--- config.mk ---
export PLATFORM = sky130hd
export DESIGN_NAME = status_flag_output_mux
export DESIGN_NICKNAME = d
export VERILOG_FILES = /design/src/logic/status_flag_output_mux.v /design/src/logic/flag_pin_router.v
export VERILOG_INCLUDE_DIRS = /design/src /design/src/logic
export SDC_FILE = /design/constraint.sdc
export NUM_CORES = 1
export LEC_CHECK = 0
export BUFFER_PORTS_ARGS = -buffer_cell sky130_fd_sc_hd__buf_4
export CORE_UTILIZATION = 51
export CTS_CLUSTER_DIAMETER = 120
export DETAILED_ROUTE_END_ITERATION = 8
export PLACE_DENSITY_LB_ADDON = 0.3
export SYNTH_ARGS = -nofsm -noshare
export SYNTH_HDL_FRONTEND = slang
export SYNTH_HIERARCHICAL = 1
export SYNTH_SLANG_ARGS = --single-unit
--- constraint.sdc ---
create_clock -name clock -period 1.9 [get_ports clock]
set_clock_uncertainty 0.15 [all_clocks]
set_input_delay 0 -clock clock [delete_from_list [all_inputs] [get_ports clock]]
set_output_delay 0 -clock clock [all_outputs]
set_load 0.01 [all_outputs]
--- src/logic/status_flag_mux_regs.vh ---
// Behaviour
// RQ1 - Each 4-bit pin select code picks one source: 0 interrupt, 1-4 V/U/C/P, 5 subframe clock, 6 block start, 7-13 unlock, update, invalid, zero, nonpcm_flag, copy, de-emphasis.
// RQ2 - Code 1110 turns the third, fourth or fifth pin into a receiver input through the CMOS buffer.
// RQ3 - Code 1111 turns the third, fourth or fifth pin into a receiver input through the AC-coupled comparator path.
// RQ4 - With fill mode 0, a masked error or invalid flag that sets replaces output data with the last valid sample.
// RQ5 - With fill mode 1, a masked error or invalid flag that sets replaces output data with zeros.
// RQ6 - The invalid auto-handling control at 0 applies error handling on the invalid flag and at 1 disables it.
// RQ7 - After reset pins two to six select codes 0001, 0010, 0011, 0100 and 0101.
// RQ8 - A masked flag neither updates the error register nor pulses the interrupt; mask 0 leaves it active.
// RQ9 - Each pin follows its selected source at all times and a select write takes effect with no handshake; pin_out is registered, one clock behind.
`ifndef STATUS_FLAG_MUX_REGS_VH
`define STATUS_FLAG_MUX_REGS_VH

// ------------------------------------------------------------
// register addresses
// ------------------------------------------------------------
`define ADDR_W 7
`define DATA_W 9
`define ADDR_SELECT_FIRST 7'h26
`define ADDR_SELECT_SECOND 7'h27
`define ADDR_SELECT_THIRD 7'h28

// ------------------------------------------------------------
// field positions
// ------------------------------------------------------------
`define FLD_LOW_SEL_LSB 0
`define FLD_HIGH_SEL_LSB 4
`define FLD_FILL_BIT 8
`define FLD_AUTOHANDLE_BIT 8

// ------------------------------------------------------------
// reset values of the select, fill and auto-handling fields
// ------------------------------------------------------------
`define RST_PIN_ONE_SEL 4'h0
`define RST_PIN_TWO_SEL 4'h1
`define RST_PIN_THREE_SEL 4'h2
`define RST_PIN_FOUR_SEL 4'h3
`define RST_PIN_FIVE_SEL 4'h4
`define RST_PIN_SIX_SEL 4'h5
`define RST_FILL 1'h0
`define RST_AUTOHANDLE 1'h0

// ------------------------------------------------------------
// select codes
// ------------------------------------------------------------
`define SEL_INT_N 4'h0
`define SEL_LAST_SOURCE 4'hD
`define SEL_RX_CMOS 4'hE
`define SEL_RX_COMPARATOR 4'hF
`define NUM_SOURCES 14

// ------------------------------------------------------------
// flag indices in the mask and error vectors
// ------------------------------------------------------------
`define NUM_FLAGS 9
`define FLAG_IDX_INVALID 1
`define FLAG_IDX_TX_ERROR 2

`endif

--- src/logic/status_flag_output_mux.v ---
`timescale 1ns/1ps
`include "status_flag_mux_regs.vh"

module status_flag_output_mux #(
    parameter NUM_PINS = 6,
    parameter SAMPLE_W = 24
) (
    // clock and reset
    input wire clock,
    input wire rstn,
    // control port register access
    input wire [`ADDR_W-1:0] reg_addr,
    input wire [`DATA_W-1:0] reg_wdata,
    input wire reg_wr,
    output reg [`DATA_W-1:0] reg_rdata,
    // receiver status sources
    input wire validity_bit,
    input wire user_bit,
    input wire chan_status_bit,
    input wire parity_bit,
    input wire subframe_clock,
    input wire block_start_marker,
    input wire unlock_flag,
    input wire chan_status_update,
    input wire invalid_flag,
    input wire zero_detect_flag,
    input wire nonpcm_flag,
    input wire copy_inhibit_flag,
    input wire deemphasis_flag,
    input wire transmission_error_flag,
    // flag events, mask and error register
    input wire [`NUM_FLAGS-1:0] flag_update,
    input wire [`NUM_FLAGS-1:0] flag_mask,
    input wire [`NUM_FLAGS-1:0] error_clear,
    output reg [`NUM_FLAGS-1:0] error_flags,
    output reg int_n,
    // receiver sample path
    input wire [SAMPLE_W-1:0] rx_sample_in,
    input wire rx_sample_strobe,
    output reg [SAMPLE_W-1:0] rx_sample_out,
    output reg rx_sample_out_strobe,
    output wire fill_active,
    // general purpose pins
    input wire [NUM_PINS-1:0] pin_in,
    output wire [NUM_PINS-1:0] pin_out,
    output wire [NUM_PINS-1:0] pin_oe,
    // pin-based receiver inputs
    output wire [NUM_PINS-1:0] rx_pin_input_en,
    output wire [NUM_PINS-1:0] rx_pin_comparator_en,
    output wire [NUM_PINS-1:0] rx_pin_data
);

    // ------------------------------------------------------------
    // control registers
    // ------------------------------------------------------------
    reg [3:0] pin_one_source_sel_reg;
    reg [3:0] pin_two_source_sel_reg;
    reg [3:0] pin_three_source_sel_reg;
    reg [3:0] pin_four_source_sel_reg;
    reg [3:0] pin_five_source_sel_reg;
    reg [3:0] pin_six_source_sel_reg;
    reg error_fill_select_reg;
    reg invalid_autohandle_disable_reg;

    wire wr_first;
    wire wr_second;
    wire wr_third;

    // write decode
    assign wr_first = reg_wr && (reg_addr == `ADDR_SELECT_FIRST);
    assign wr_second = reg_wr && (reg_addr == `ADDR_SELECT_SECOND);
    assign wr_third = reg_wr && (reg_addr == `ADDR_SELECT_THIRD);

    // RQ7 reset select defaults
    // RQ9 write takes effect at once
    always @(posedge clock or negedge rstn) begin
        if (!rstn) begin
            pin_one_source_sel_reg <= `RST_PIN_ONE_SEL;
            pin_two_source_sel_reg <= `RST_PIN_TWO_SEL;
            pin_three_source_sel_reg <= `RST_PIN_THREE_SEL;
            pin_four_source_sel_reg <= `RST_PIN_FOUR_SEL;
            pin_five_source_sel_reg <= `RST_PIN_FIVE_SEL;
            pin_six_source_sel_reg <= `RST_PIN_SIX_SEL;
            error_fill_select_reg <= `RST_FILL;
            invalid_autohandle_disable_reg <= `RST_AUTOHANDLE;
        end else begin
            if (wr_first) begin
                pin_one_source_sel_reg <= reg_wdata[`FLD_LOW_SEL_LSB +: 4];
                pin_two_source_sel_reg <= reg_wdata[`FLD_HIGH_SEL_LSB +: 4];
                error_fill_select_reg <= reg_wdata[`FLD_FILL_BIT];
            end
            if (wr_second) begin
                pin_three_source_sel_reg <= reg_wdata[`FLD_LOW_SEL_LSB +: 4];
                pin_four_source_sel_reg <= reg_wdata[`FLD_HIGH_SEL_LSB +: 4];
                invalid_autohandle_disable_reg <= reg_wdata[`FLD_AUTOHANDLE_BIT];
            end
            if (wr_third) begin
                pin_five_source_sel_reg <= reg_wdata[`FLD_LOW_SEL_LSB +: 4];
                pin_six_source_sel_reg <= reg_wdata[`FLD_HIGH_SEL_LSB +: 4];
            end
        end
    end

    // ------------------------------------------------------------
    // readback
    // ------------------------------------------------------------
    reg [`DATA_W-1:0] rdata_next;

    // read mux, unmapped addresses read zero
    always @* begin
        rdata_next = {`DATA_W{1'b0}};
        case (reg_addr)
            `ADDR_SELECT_FIRST: begin
                rdata_next = {error_fill_select_reg, pin_two_source_sel_reg,
                              pin_one_source_sel_reg};
            end
            `ADDR_SELECT_SECOND: begin
                rdata_next = {invalid_autohandle_disable_reg, pin_four_source_sel_reg,
                              pin_three_source_sel_reg};
            end
            `ADDR_SELECT_THIRD: begin
                rdata_next = {1'b0, pin_six_source_sel_reg, pin_five_source_sel_reg};
            end
            default: begin
                rdata_next = {`DATA_W{1'b0}};
            end
        endcase
    end

    // registered read data
    always @(posedge clock or negedge rstn) begin
        if (!rstn) begin
            reg_rdata <= {`DATA_W{1'b0}};
        end else begin
            reg_rdata <= rdata_next;
        end
    end

    // ------------------------------------------------------------
    // error register and interrupt
    // ------------------------------------------------------------
    wire [`NUM_FLAGS-1:0] live_events;

    // RQ8 masked flags stay silent
    assign live_events = flag_update & ~flag_mask;

    // sticky error bits, a new event wins over a clear
    always @(posedge clock or negedge rstn) begin
        if (!rstn) begin
            error_flags <= {`NUM_FLAGS{1'b0}};
        end else begin
            error_flags <= (error_flags & ~error_clear) | live_events;
        end
    end

    // RQ8 interrupt pulse gating
    always @(posedge clock or negedge rstn) begin
        if (!rstn) begin
            int_n <= 1'b1;
        end else begin
            int_n <= ~(|live_events);
        end
    end

    // ------------------------------------------------------------
    // receiver fill handling
    // ------------------------------------------------------------
    wire tx_error_fill;
    wire invalid_fill;
    reg [SAMPLE_W-1:0] last_good_reg;

    // error flag that is masked forces a fill
    assign tx_error_fill = transmission_error_flag & flag_mask[`FLAG_IDX_TX_ERROR];
    // RQ6 invalid auto handling switch
    assign invalid_fill = invalid_flag & flag_mask[`FLAG_IDX_INVALID] &
                          ~invalid_autohandle_disable_reg;
    assign fill_active = tx_error_fill | invalid_fill;

    // keep the newest clean sample
    always @(posedge clock or negedge rstn) begin
        if (!rstn) begin
            last_good_reg <= {SAMPLE_W{1'b0}};
        end else if (rx_sample_strobe && !fill_active) begin
            last_good_reg <= rx_sample_in;
        end
    end

    // output sample, replaced while filling
    always @(posedge clock or negedge rstn) begin
        if (!rstn) begin
            rx_sample_out <= {SAMPLE_W{1'b0}};
            rx_sample_out_strobe <= 1'b0;
        end else begin
            rx_sample_out_strobe <= rx_sample_strobe;
            if (rx_sample_strobe) begin
                if (!fill_active) begin
                    rx_sample_out <= rx_sample_in;
                end else if (error_fill_select_reg) begin
                    // RQ5 zero fill
                    rx_sample_out <= {SAMPLE_W{1'b0}};
                end else begin
                    // RQ4 repeat last valid
                    rx_sample_out <= last_good_reg;
                end
            end
        end
    end

    // ------------------------------------------------------------
    // pin routing
    // ------------------------------------------------------------
    wire [`NUM_SOURCES-1:0] sources;
    wire [4*NUM_PINS-1:0] sel_bus;

    // RQ1 source vector in code order
    assign sources = {deemphasis_flag, copy_inhibit_flag, nonpcm_flag, zero_detect_flag,
                      invalid_flag, chan_status_update, unlock_flag, block_start_marker,
                      subframe_clock, parity_bit, chan_status_bit, user_bit,
                      validity_bit, int_n};

    assign sel_bus = {pin_six_source_sel_reg, pin_five_source_sel_reg,
                      pin_four_source_sel_reg, pin_three_source_sel_reg,
                      pin_two_source_sel_reg, pin_one_source_sel_reg};

    // one router per pin, inputs only on pins three to five
    genvar i;
    generate
        for (i = 0; i < NUM_PINS; i = i + 1) begin : g_pin
            flag_pin_router #(
                .CAN_INPUT((i >= 2) && (i <= 4))
            ) u_router (
                .clock(clock),
                .rstn(rstn),
                .source_sel(sel_bus[4*i +: 4]),
                .sources(sources),
                .pin_in(pin_in[i]),
                .pin_out(pin_out[i]),
                .pin_oe(pin_oe[i]),
                .rx_input_en(rx_pin_input_en[i]),
                .rx_comparator_en(rx_pin_comparator_en[i]),
                .rx_pin_data(rx_pin_data[i])
            );
        end
    endgenerate

endmodule

--- src/logic/flag_pin_router.v ---
`timescale 1ns/1ps
`include "status_flag_mux_regs.vh"

module flag_pin_router #(
    parameter CAN_INPUT = 0
) (
    // clock and reset
    input wire clock,
    input wire rstn,
    // selection and sources
    input wire [3:0] source_sel,
    input wire [`NUM_SOURCES-1:0] sources,
    // pin
    input wire pin_in,
    output reg pin_out,
    output wire pin_oe,
    // receiver input tap
    output wire rx_input_en,
    output wire rx_comparator_en,
    output wire rx_pin_data
);

    wire is_input_code;

    // input codes honoured only where the pin may be an input
    assign is_input_code = (source_sel == `SEL_RX_CMOS) || (source_sel == `SEL_RX_COMPARATOR);
    // RQ2 cmos input conversion
    assign rx_input_en = (CAN_INPUT != 0) && is_input_code;
    // RQ3 comparator input path
    assign rx_comparator_en = rx_input_en && (source_sel == `SEL_RX_COMPARATOR);
    assign rx_pin_data = rx_input_en ? pin_in : 1'b0;
    assign pin_oe = ~rx_input_en;

    // RQ1 source code mapping
    // RQ9 continuous source drive
    always @(posedge clock or negedge rstn) begin
        if (!rstn) begin
            pin_out <= 1'b1;
        end else if (is_input_code) begin
            pin_out <= 1'b0;
        end else begin
            pin_out <= sources[source_sel];
        end
    end

endmodule

==> results of run 1 <==
-- worst paths after layout --
path / from / end / depth (start not counted)
min in group asynchronous: rstn / g_pin[4].u_router/pin_out$_DFF_PN1_ / 2
worst max register to register: pin_five_source_sel_reg[0]$_DFFE_PN0P_ / g_pin[4].u_router/pin_out$_DFF_PN1_ / 4
worst min-delay path: nonpcm_flag / g_pin[4].u_router/pin_out$_DFF_PN1_ / 4
worst max-delay path: pin_five_source_sel_reg[0]$_DFFE_PN0P_ / g_pin[4].u_router/pin_out$_DFF_PN1_ / 4
worst min register to register: last_good_reg[22]$_DFFE_PN0P_ / rx_sample_out[22]$_DFFE_PN0P_ / 1
max in group asynchronous: rstn / pin_three_source_sel_reg[2]$_DFFE_PN0P_ / 3
-- logic make-up after synthesis --
logic type	share of synthesized area, %
flops	50.7
mux	24.6
simple gates	10.8
compound gates	8.70
buf+inv	4.78
other cells	0.453
-- power groups by stage --
stage,clock network (W),logic [W],registers (W)
2_1_floorplan,0,0.000501,0.00265
3_3_place_gp,0,0.00100,0.00262
3_5_place_dp,0,0.00104,0.00264
4_1_cts,0.00131,0.00118,0.00260
5_1_grt,0.00140,0.00128,0.00264
6_report,0.00128,0.00119,0.00261
-- metal layers --
| metal | vias to the layer above | global-route usage, % |
|---|---|---|
| met1 | 1944 | 35.9 |
| li1 | 1785 | - |
| met5 | - | 0 |
| met4 | 0 | 7.69 |
| met3 | 16 | 5.76 |
| met2 | 175 | 45.2 |
-- synthesized netlist by cell type --
library cell and instances:
and3_4 1, a21oi_1 1, dfrtp_1 86, buf_6 4
and2_2 3, a221o_1 24, clkbuf_1 2, o2bb2ai_1 8
mux4_2 2, mux2_2 53, nor2b_1 24, mux4_1 16
nand3_1 1, and3_1 4, and2b_2 2, nor2_1 2
nand4_1 1, nand2b_1 10, nand3_2 1, and2_1 4
conb_1 6, nor4b_4 1, o211ai_1 4, a221oi_2 2
nor3_1 1, mux2i_1 16, nand2_1 10, nand3b_1 4
nor3b_2 1, nand4b_1 2, clkbuf_4 1, buf_2 4
o21ai_0 9, dfstp_2 14, inv_1 16, and4b_1 1
nand3b_4 1, or3_1 3, buf_4 13, a31oi_1 2
nand4_4 1
-- metrics by stage --
step / power [W] / setup slack [ns] / util [%] / area [µm²] / hold WS [ns]
final: 0.00508 / 0.136 / 76.7 / 7150 / 0.0189
after detailed placement: 0.00367 / 0.156 / 66.0 / 6160 / -0.285
after global routing: 0.00533 / 0.0500 / 76.7 / 7150 / 0.0284
after global placement: 0.00362 / 0.203 / 66.0 / 6160 / -0.287
after CTS: 0.00509 / 0.0638 / 76.7 / 7150 / 0.00261
after floorplan: 0.00315 / 0.325 / - / 5000 / -0.446
-- cell type report --
cell class                 instances  area, µm²
sequential                       100       2520
multi-input combinational        227       2240
fill                             561       2170
timing repair buffer             236       1990
tap                              129        161
clock buffer                       9        124
inverter                          16       60.1
clock inverter                     6       56.3
-- worst min-delay path: cells and delay by family --
kind                   cells  cell delay [ns]
buffers and inverters      1             0.11
and+or+nand+nor            1             0.08
muxes                      1             0.23
AOI/OAI and AO/OA          1             0.08
-- timing repair --
item / 4_1_cts / 5_1_grt
resized for setup: 0 / 1
endpoints found under the setup margin: 0 / 1
hold buffers: 81 / 0
hold endpoints to repair: 198 / 0
==> flow_metrics.env, run 1 <==
export IMPL_grt_pass1_wl_um=20600
export IMPL_rrSetupSlack_ns=0.14
export IMPL_cts_max_path_buffers=2
export IMPL_io_buffers=150
export IMPL_drt_wl_total_um=13100
export IMPL_drive_above_1_share_pct=42.8
export IMPL_ys_seq_elements=100
export IMPL_drt_initial_drc_count=170
export IMPL_area_growth_pct=43.8
export IMPL_max_freq_mhz=567
export IMPL_ios=166
export IMPL_status="completed"
export IMPL_setup_tns_ns=0
export IMPL_dieArea_um2=10200
export IMPL_stdcell_count=723
export IMPL_yosysSeqAreaShare_pct=50.7
export IMPL_antenna_found_initial=0
export IMPL_grt_usage_pct=27.1
export IMPL_tritoncts="built"
export IMPL_final_common_cell="buf_4"
export IMPL_worstMarginPinSlew_ns=0.568
export IMPL_synth_largest_area_cell="dfrtp_1"
export IMPL_avgSynthCellArea_um2=13.8
export IMPL_slowest_stage="dlygate4sd3_1"
export IMPL_p_clk_share_pct=25.3
export IMPL_leakage_nw=3.30
export IMPL_critPathTopFamily="buffers and inverters"
export IMPL_placed_cells_incl_taps=627
export IMPL_clock_root_buffer="clkbuf_8"
export IMPL_cts_buffers=9
export IMPL_drt_pass1_iter_count=4
export IMPL_powerDensity_nw_per_um2=711
export IMPL_grt_max_degree=64
export IMPL_synth_top_area_share_pct=43.3
export IMPL_fp_coreArea_um2=9330
export IMPL_fp_dieH_um=101
export IMPL_fin_crit_ns=1.76
export IMPL_crit_fanout=7
export IMPL_die_width_um=101
export IMPL_top_layer_used="met4"
export IMPL_setup_viol=0
export IMPL_cts_setup_buffers=0
export IMPL_seq_power_share_pct=51.3
export IMPL_combPwrFrac_pct=23.4
export IMPL_wl_met1_um=5380
export IMPL_drc=0
export IMPL_final_cell_mix="buf_4, dfrtp_1, dlygate4sd3_1"
export IMPL_path_class="flop to flop"
export IMPL_viasPerCell=5.42
export IMPL_start_util_pct=53.3
export IMPL_ir_drop_v=0.000406
export IMPL_clkTransAtPathRegs_ns=0.09
export IMPL_ys_warn_count=6
export IMPL_crit_buf_inv=1
export IMPL_cts_sink_count=100
export IMPL_p_switching_w=0.00145
export IMPL_drv_cap=0
export IMPL_grt_ovfl_total=0
export IMPL_crit_chain="mux2_2 > dlygate4sd3_1 > nand4b_1 > o211ai_1"
export IMPL_h_tree_depth=3
export IMPL_detail_route_wl_per_cell_um=18.1
export IMPL_syn_inst=361
export IMPL_nets=681
export IMPL_grt_pass1_vias=4068
export IMPL_yosysUniqueCellTypes=41
export IMPL_min_path_type="primary input to flop"
export IMPL_synth_area_top_cells="dfrtp_1, mux2_2, mux4_1"
export IMPL_rsz0062_at_grt="false"
export IMPL_num_antenna_cells=0
export IMPL_internal_power_w=0.00364
export IMPL_required_ns=2.04
export IMPL_critPathArrivalTime_ns=1.91
export IMPL_relSlewSlack_pct=62.0
export IMPL_gp_congestion=0.790
export IMPL_num_vias=3920
export IMPL_fin_crit_sh_pct=92.9
export IMPL_slew_viol_final=0
export IMPL_finalHoldViolations=0
export IMPL_core_rowCount=35
export IMPL_final_antenna_net_count=0
export IMPL_crit_path_start_kind="flop"
export IMPL_dr_wl_met2_um=6600
export IMPL_cp_slowest_stage_delay_ns=0.55
export IMPL_wl_met3_um=905
export IMPL_swShare_pct=28.5
export IMPL_end_kind="flop"
export IMPL_hpwl_um=8160
export IMPL_synth_area_um2=4970
export IMPL_clkLatencyLatePin_ns=0.37
Power figures use the tool's default switching activity.
==> run 2: changes to the inputs <==
--- a/config.mk
+++ b/config.mk
@@ -7,7 +7,9 @@
 export NUM_CORES = 1
 export LEC_CHECK = 0
 export BUFFER_PORTS_ARGS = -buffer_cell sky130_fd_sc_hd__buf_4
-export CORE_UTILIZATION = 51
+export CELL_PAD_IN_SITES_DETAIL_PLACEMENT = 1
+export CELL_PAD_IN_SITES_GLOBAL_PLACEMENT = 1
+export CORE_UTILIZATION = 40
 export CTS_CLUSTER_DIAMETER = 120
 export DETAILED_ROUTE_END_ITERATION = 8
 export PLACE_DENSITY_LB_ADDON = 0.3
==> constraint.sdc (replaced) <==
create_clock -name clock -period 1.73 [get_ports clock]
set_clock_uncertainty 0.15 [all_clocks]
set_input_delay 0 -clock clock [delete_from_list [all_inputs] [get_ports clock]]
set_output_delay 0 -clock clock [all_outputs]
set_load 0.01 [all_outputs]
==> run 2 against run 1 <==
Effect of this change:
- clock power increased by 67%
- die area increased by 27%
- first-iteration DRC count decreased by 22%
- critical path depth decreased by 1
- non-clock buffer count increased by 4
- sequential cell count unchanged
==> flow_metrics.env, run 2 (synthesis results as in run 1) <==
export IMPL_nets=686
export IMPL_detail_route_wl_per_cell_um=19.3
export IMPL_gp_congestion=0.833
export IMPL_pre_cts_slack_ns=-0.0414
export IMPL_crit_fanout=7
export IMPL_critPathTopFamily="flip-flops"
export IMPL_grt_max_degree=101
export IMPL_die_width_um=114
export IMPL_drive_above_1_share_pct=43.7
export IMPL_grt_pass1_vias=4357
export IMPL_slew_viol_final=0
export IMPL_start_util_pct=41.2
export IMPL_cts_buffers=9
export IMPL_min_path_type="primary input to flop"
export IMPL_final_cell_mix="buf_4, dfrtp_1, dlygate4sd3_1"
export IMPL_grt_usage_pct=24.2
export IMPL_final_antenna_net_count=0
export IMPL_setup_viol=0
export IMPL_finalHoldViolations=0
export IMPL_num_vias=3993
export IMPL_num_fill_cells=1181
export IMPL_placed_cells_incl_taps=668
export IMPL_ir_drop_v=0.000499
export IMPL_crit_buf_inv=1
export IMPL_crit_chain="and3_1 > and2_1 > buf_4"
export IMPL_holdWs_ns=0.0133
export IMPL_path_class="flop to output port"
export IMPL_final_setup_worst_slack_ns=0.0571
export IMPL_cts_max_path_buffers=2
export IMPL_drt_pass1_iter_count=4
export IMPL_grt_pass1_wl_um=23300
export IMPL_clock_root_buffer="clkbuf_16"
export IMPL_fp_dieH_um=114
export IMPL_max_freq_mhz=598
export IMPL_tritoncts="built"
export IMPL_dieArea_um2=12900
export IMPL_critPathArrivalTime_ns=1.52
export IMPL_antenna_found_initial=0
export IMPL_clkTransAtPathRegs_ns=0.07
export IMPL_viasPerCell=5.20
export IMPL_core_rowCount=40
export IMPL_grt_ovfl_total=0
export IMPL_clkLatencyLatePin_ns=0.36
export IMPL_crit_path_start_kind="flop"
export IMPL_drt_initial_drc_count=133
export IMPL_stdcell_count=768
export IMPL_powerDensity_nw_per_um2=860
export IMPL_fin_crit_sh_pct=96.7
export IMPL_drv_cap=0
export IMPL_cts_sink_count=100
export IMPL_relSlewSlack_pct=63.2
export IMPL_rsz0062_at_grt="false"
export IMPL_slowest_stage="dfstp_2"
export IMPL_area_growth_pct=48.6
export IMPL_drc=0
export IMPL_hpwl_um=9020
export IMPL_h_tree_depth=3
export IMPL_cp_slowest_stage_delay_ns=0.61
export IMPL_io_buffers=150
export IMPL_worstMarginPinSlew_ns=0.552
export IMPL_fin_crit_ns=1.67
export IMPL_final_common_cell="buf_4"
export IMPL_ios=166
export IMPL_required_ns=1.58
export IMPL_num_antenna_cells=0
export IMPL_fp_coreArea_um2=12100
export IMPL_drt_wl_total_um=14800
export IMPL_status="completed"
export IMPL_end_kind="output port"
export IMPL_leakage_nw=3.39
[run 2: path summary, 6_finish.rpt]
path,slack (ns),end,startpoint,cells past startpoint
max in group asynchronous,0.91,pin_one_source_sel_reg[0]$_DFFE_PN0P_,rstn,3
min reg2reg,0.36,rx_sample_out[2]$_DFFE_PN0P_,last_good_reg[2]$_DFFE_PN0P_,1
min in group asynchronous,0.06,error_flags[0]$_DFF_PN0_,rstn,3
max,0.06,rx_pin_data[2],pin_three_source_sel_reg[1]$_DFFE_PN1P_,3
min,0.01,pin_six_source_sel_reg[2]$_DFFE_PN1P_,reg_wr,3
max reg2reg,0.06,g_pin[5].u_router/pin_out$_DFF_PN1_,pin_six_source_sel_reg[0]$_DFFE_PN1P_,3
[run 2: final cells by class]
type	instances	area [µm²]	area share, %
Sequential cell	100	2520	34.1
Multi-Input combinational cell	228	2250	30.5
Timing Repair Buffer	240	2030	27.4
Clock buffer	10	239	3.23
Tap cell	168	210	2.84
Clock inverter	6	82.6	1.12
Inverter	16	60.1	0.813
[run 2: stage by stage]
stage	instance area, µm²	power (W)	utilization, %	setup TNS (ns)
after global placement	6240	0.00399	51.7	0
after global routing	7390	0.00662	61.3	0
after CTS	7370	0.00638	61.1	0
after floorplan	5000	0.00346	-	0
final	7390	0.00635	61.3	0
after detailed placement	6240	0.00405	51.7	-0.554
[run 2: what timing repair did]
action,CTS,global route
cloned,1,0
hold endpoints to repair,193,0
setup buffers,0,3
endpoints found under the setup margin,24,6
resized for setup,0,3
pin swaps,0,0
hold buffers,80,0
[run 2: power by group]
group | total (W) | internal [W] | switching [W]
Sequential | 0.00287 | 0.00265 | 0.000220
Clock | 0.00214 | 0.00119 | 0.000951
Combinational | 0.00134 | 0.000812 | 0.000530
[run 2: worst min-delay path: stages]
cell and delay [ns]:
buf_4 0.12, nand4_4 0.19, mux2_2 0.18
[run 2: routing by layer]
layer  track usage (%)  share of wire, %  up-vias
met5                 0                 0        -
met4              10.7               2.5        0
met3              5.26               5.6       25
met2              43.0                53      143
met1              28.1                39     2030
li1                  -                 -     1795
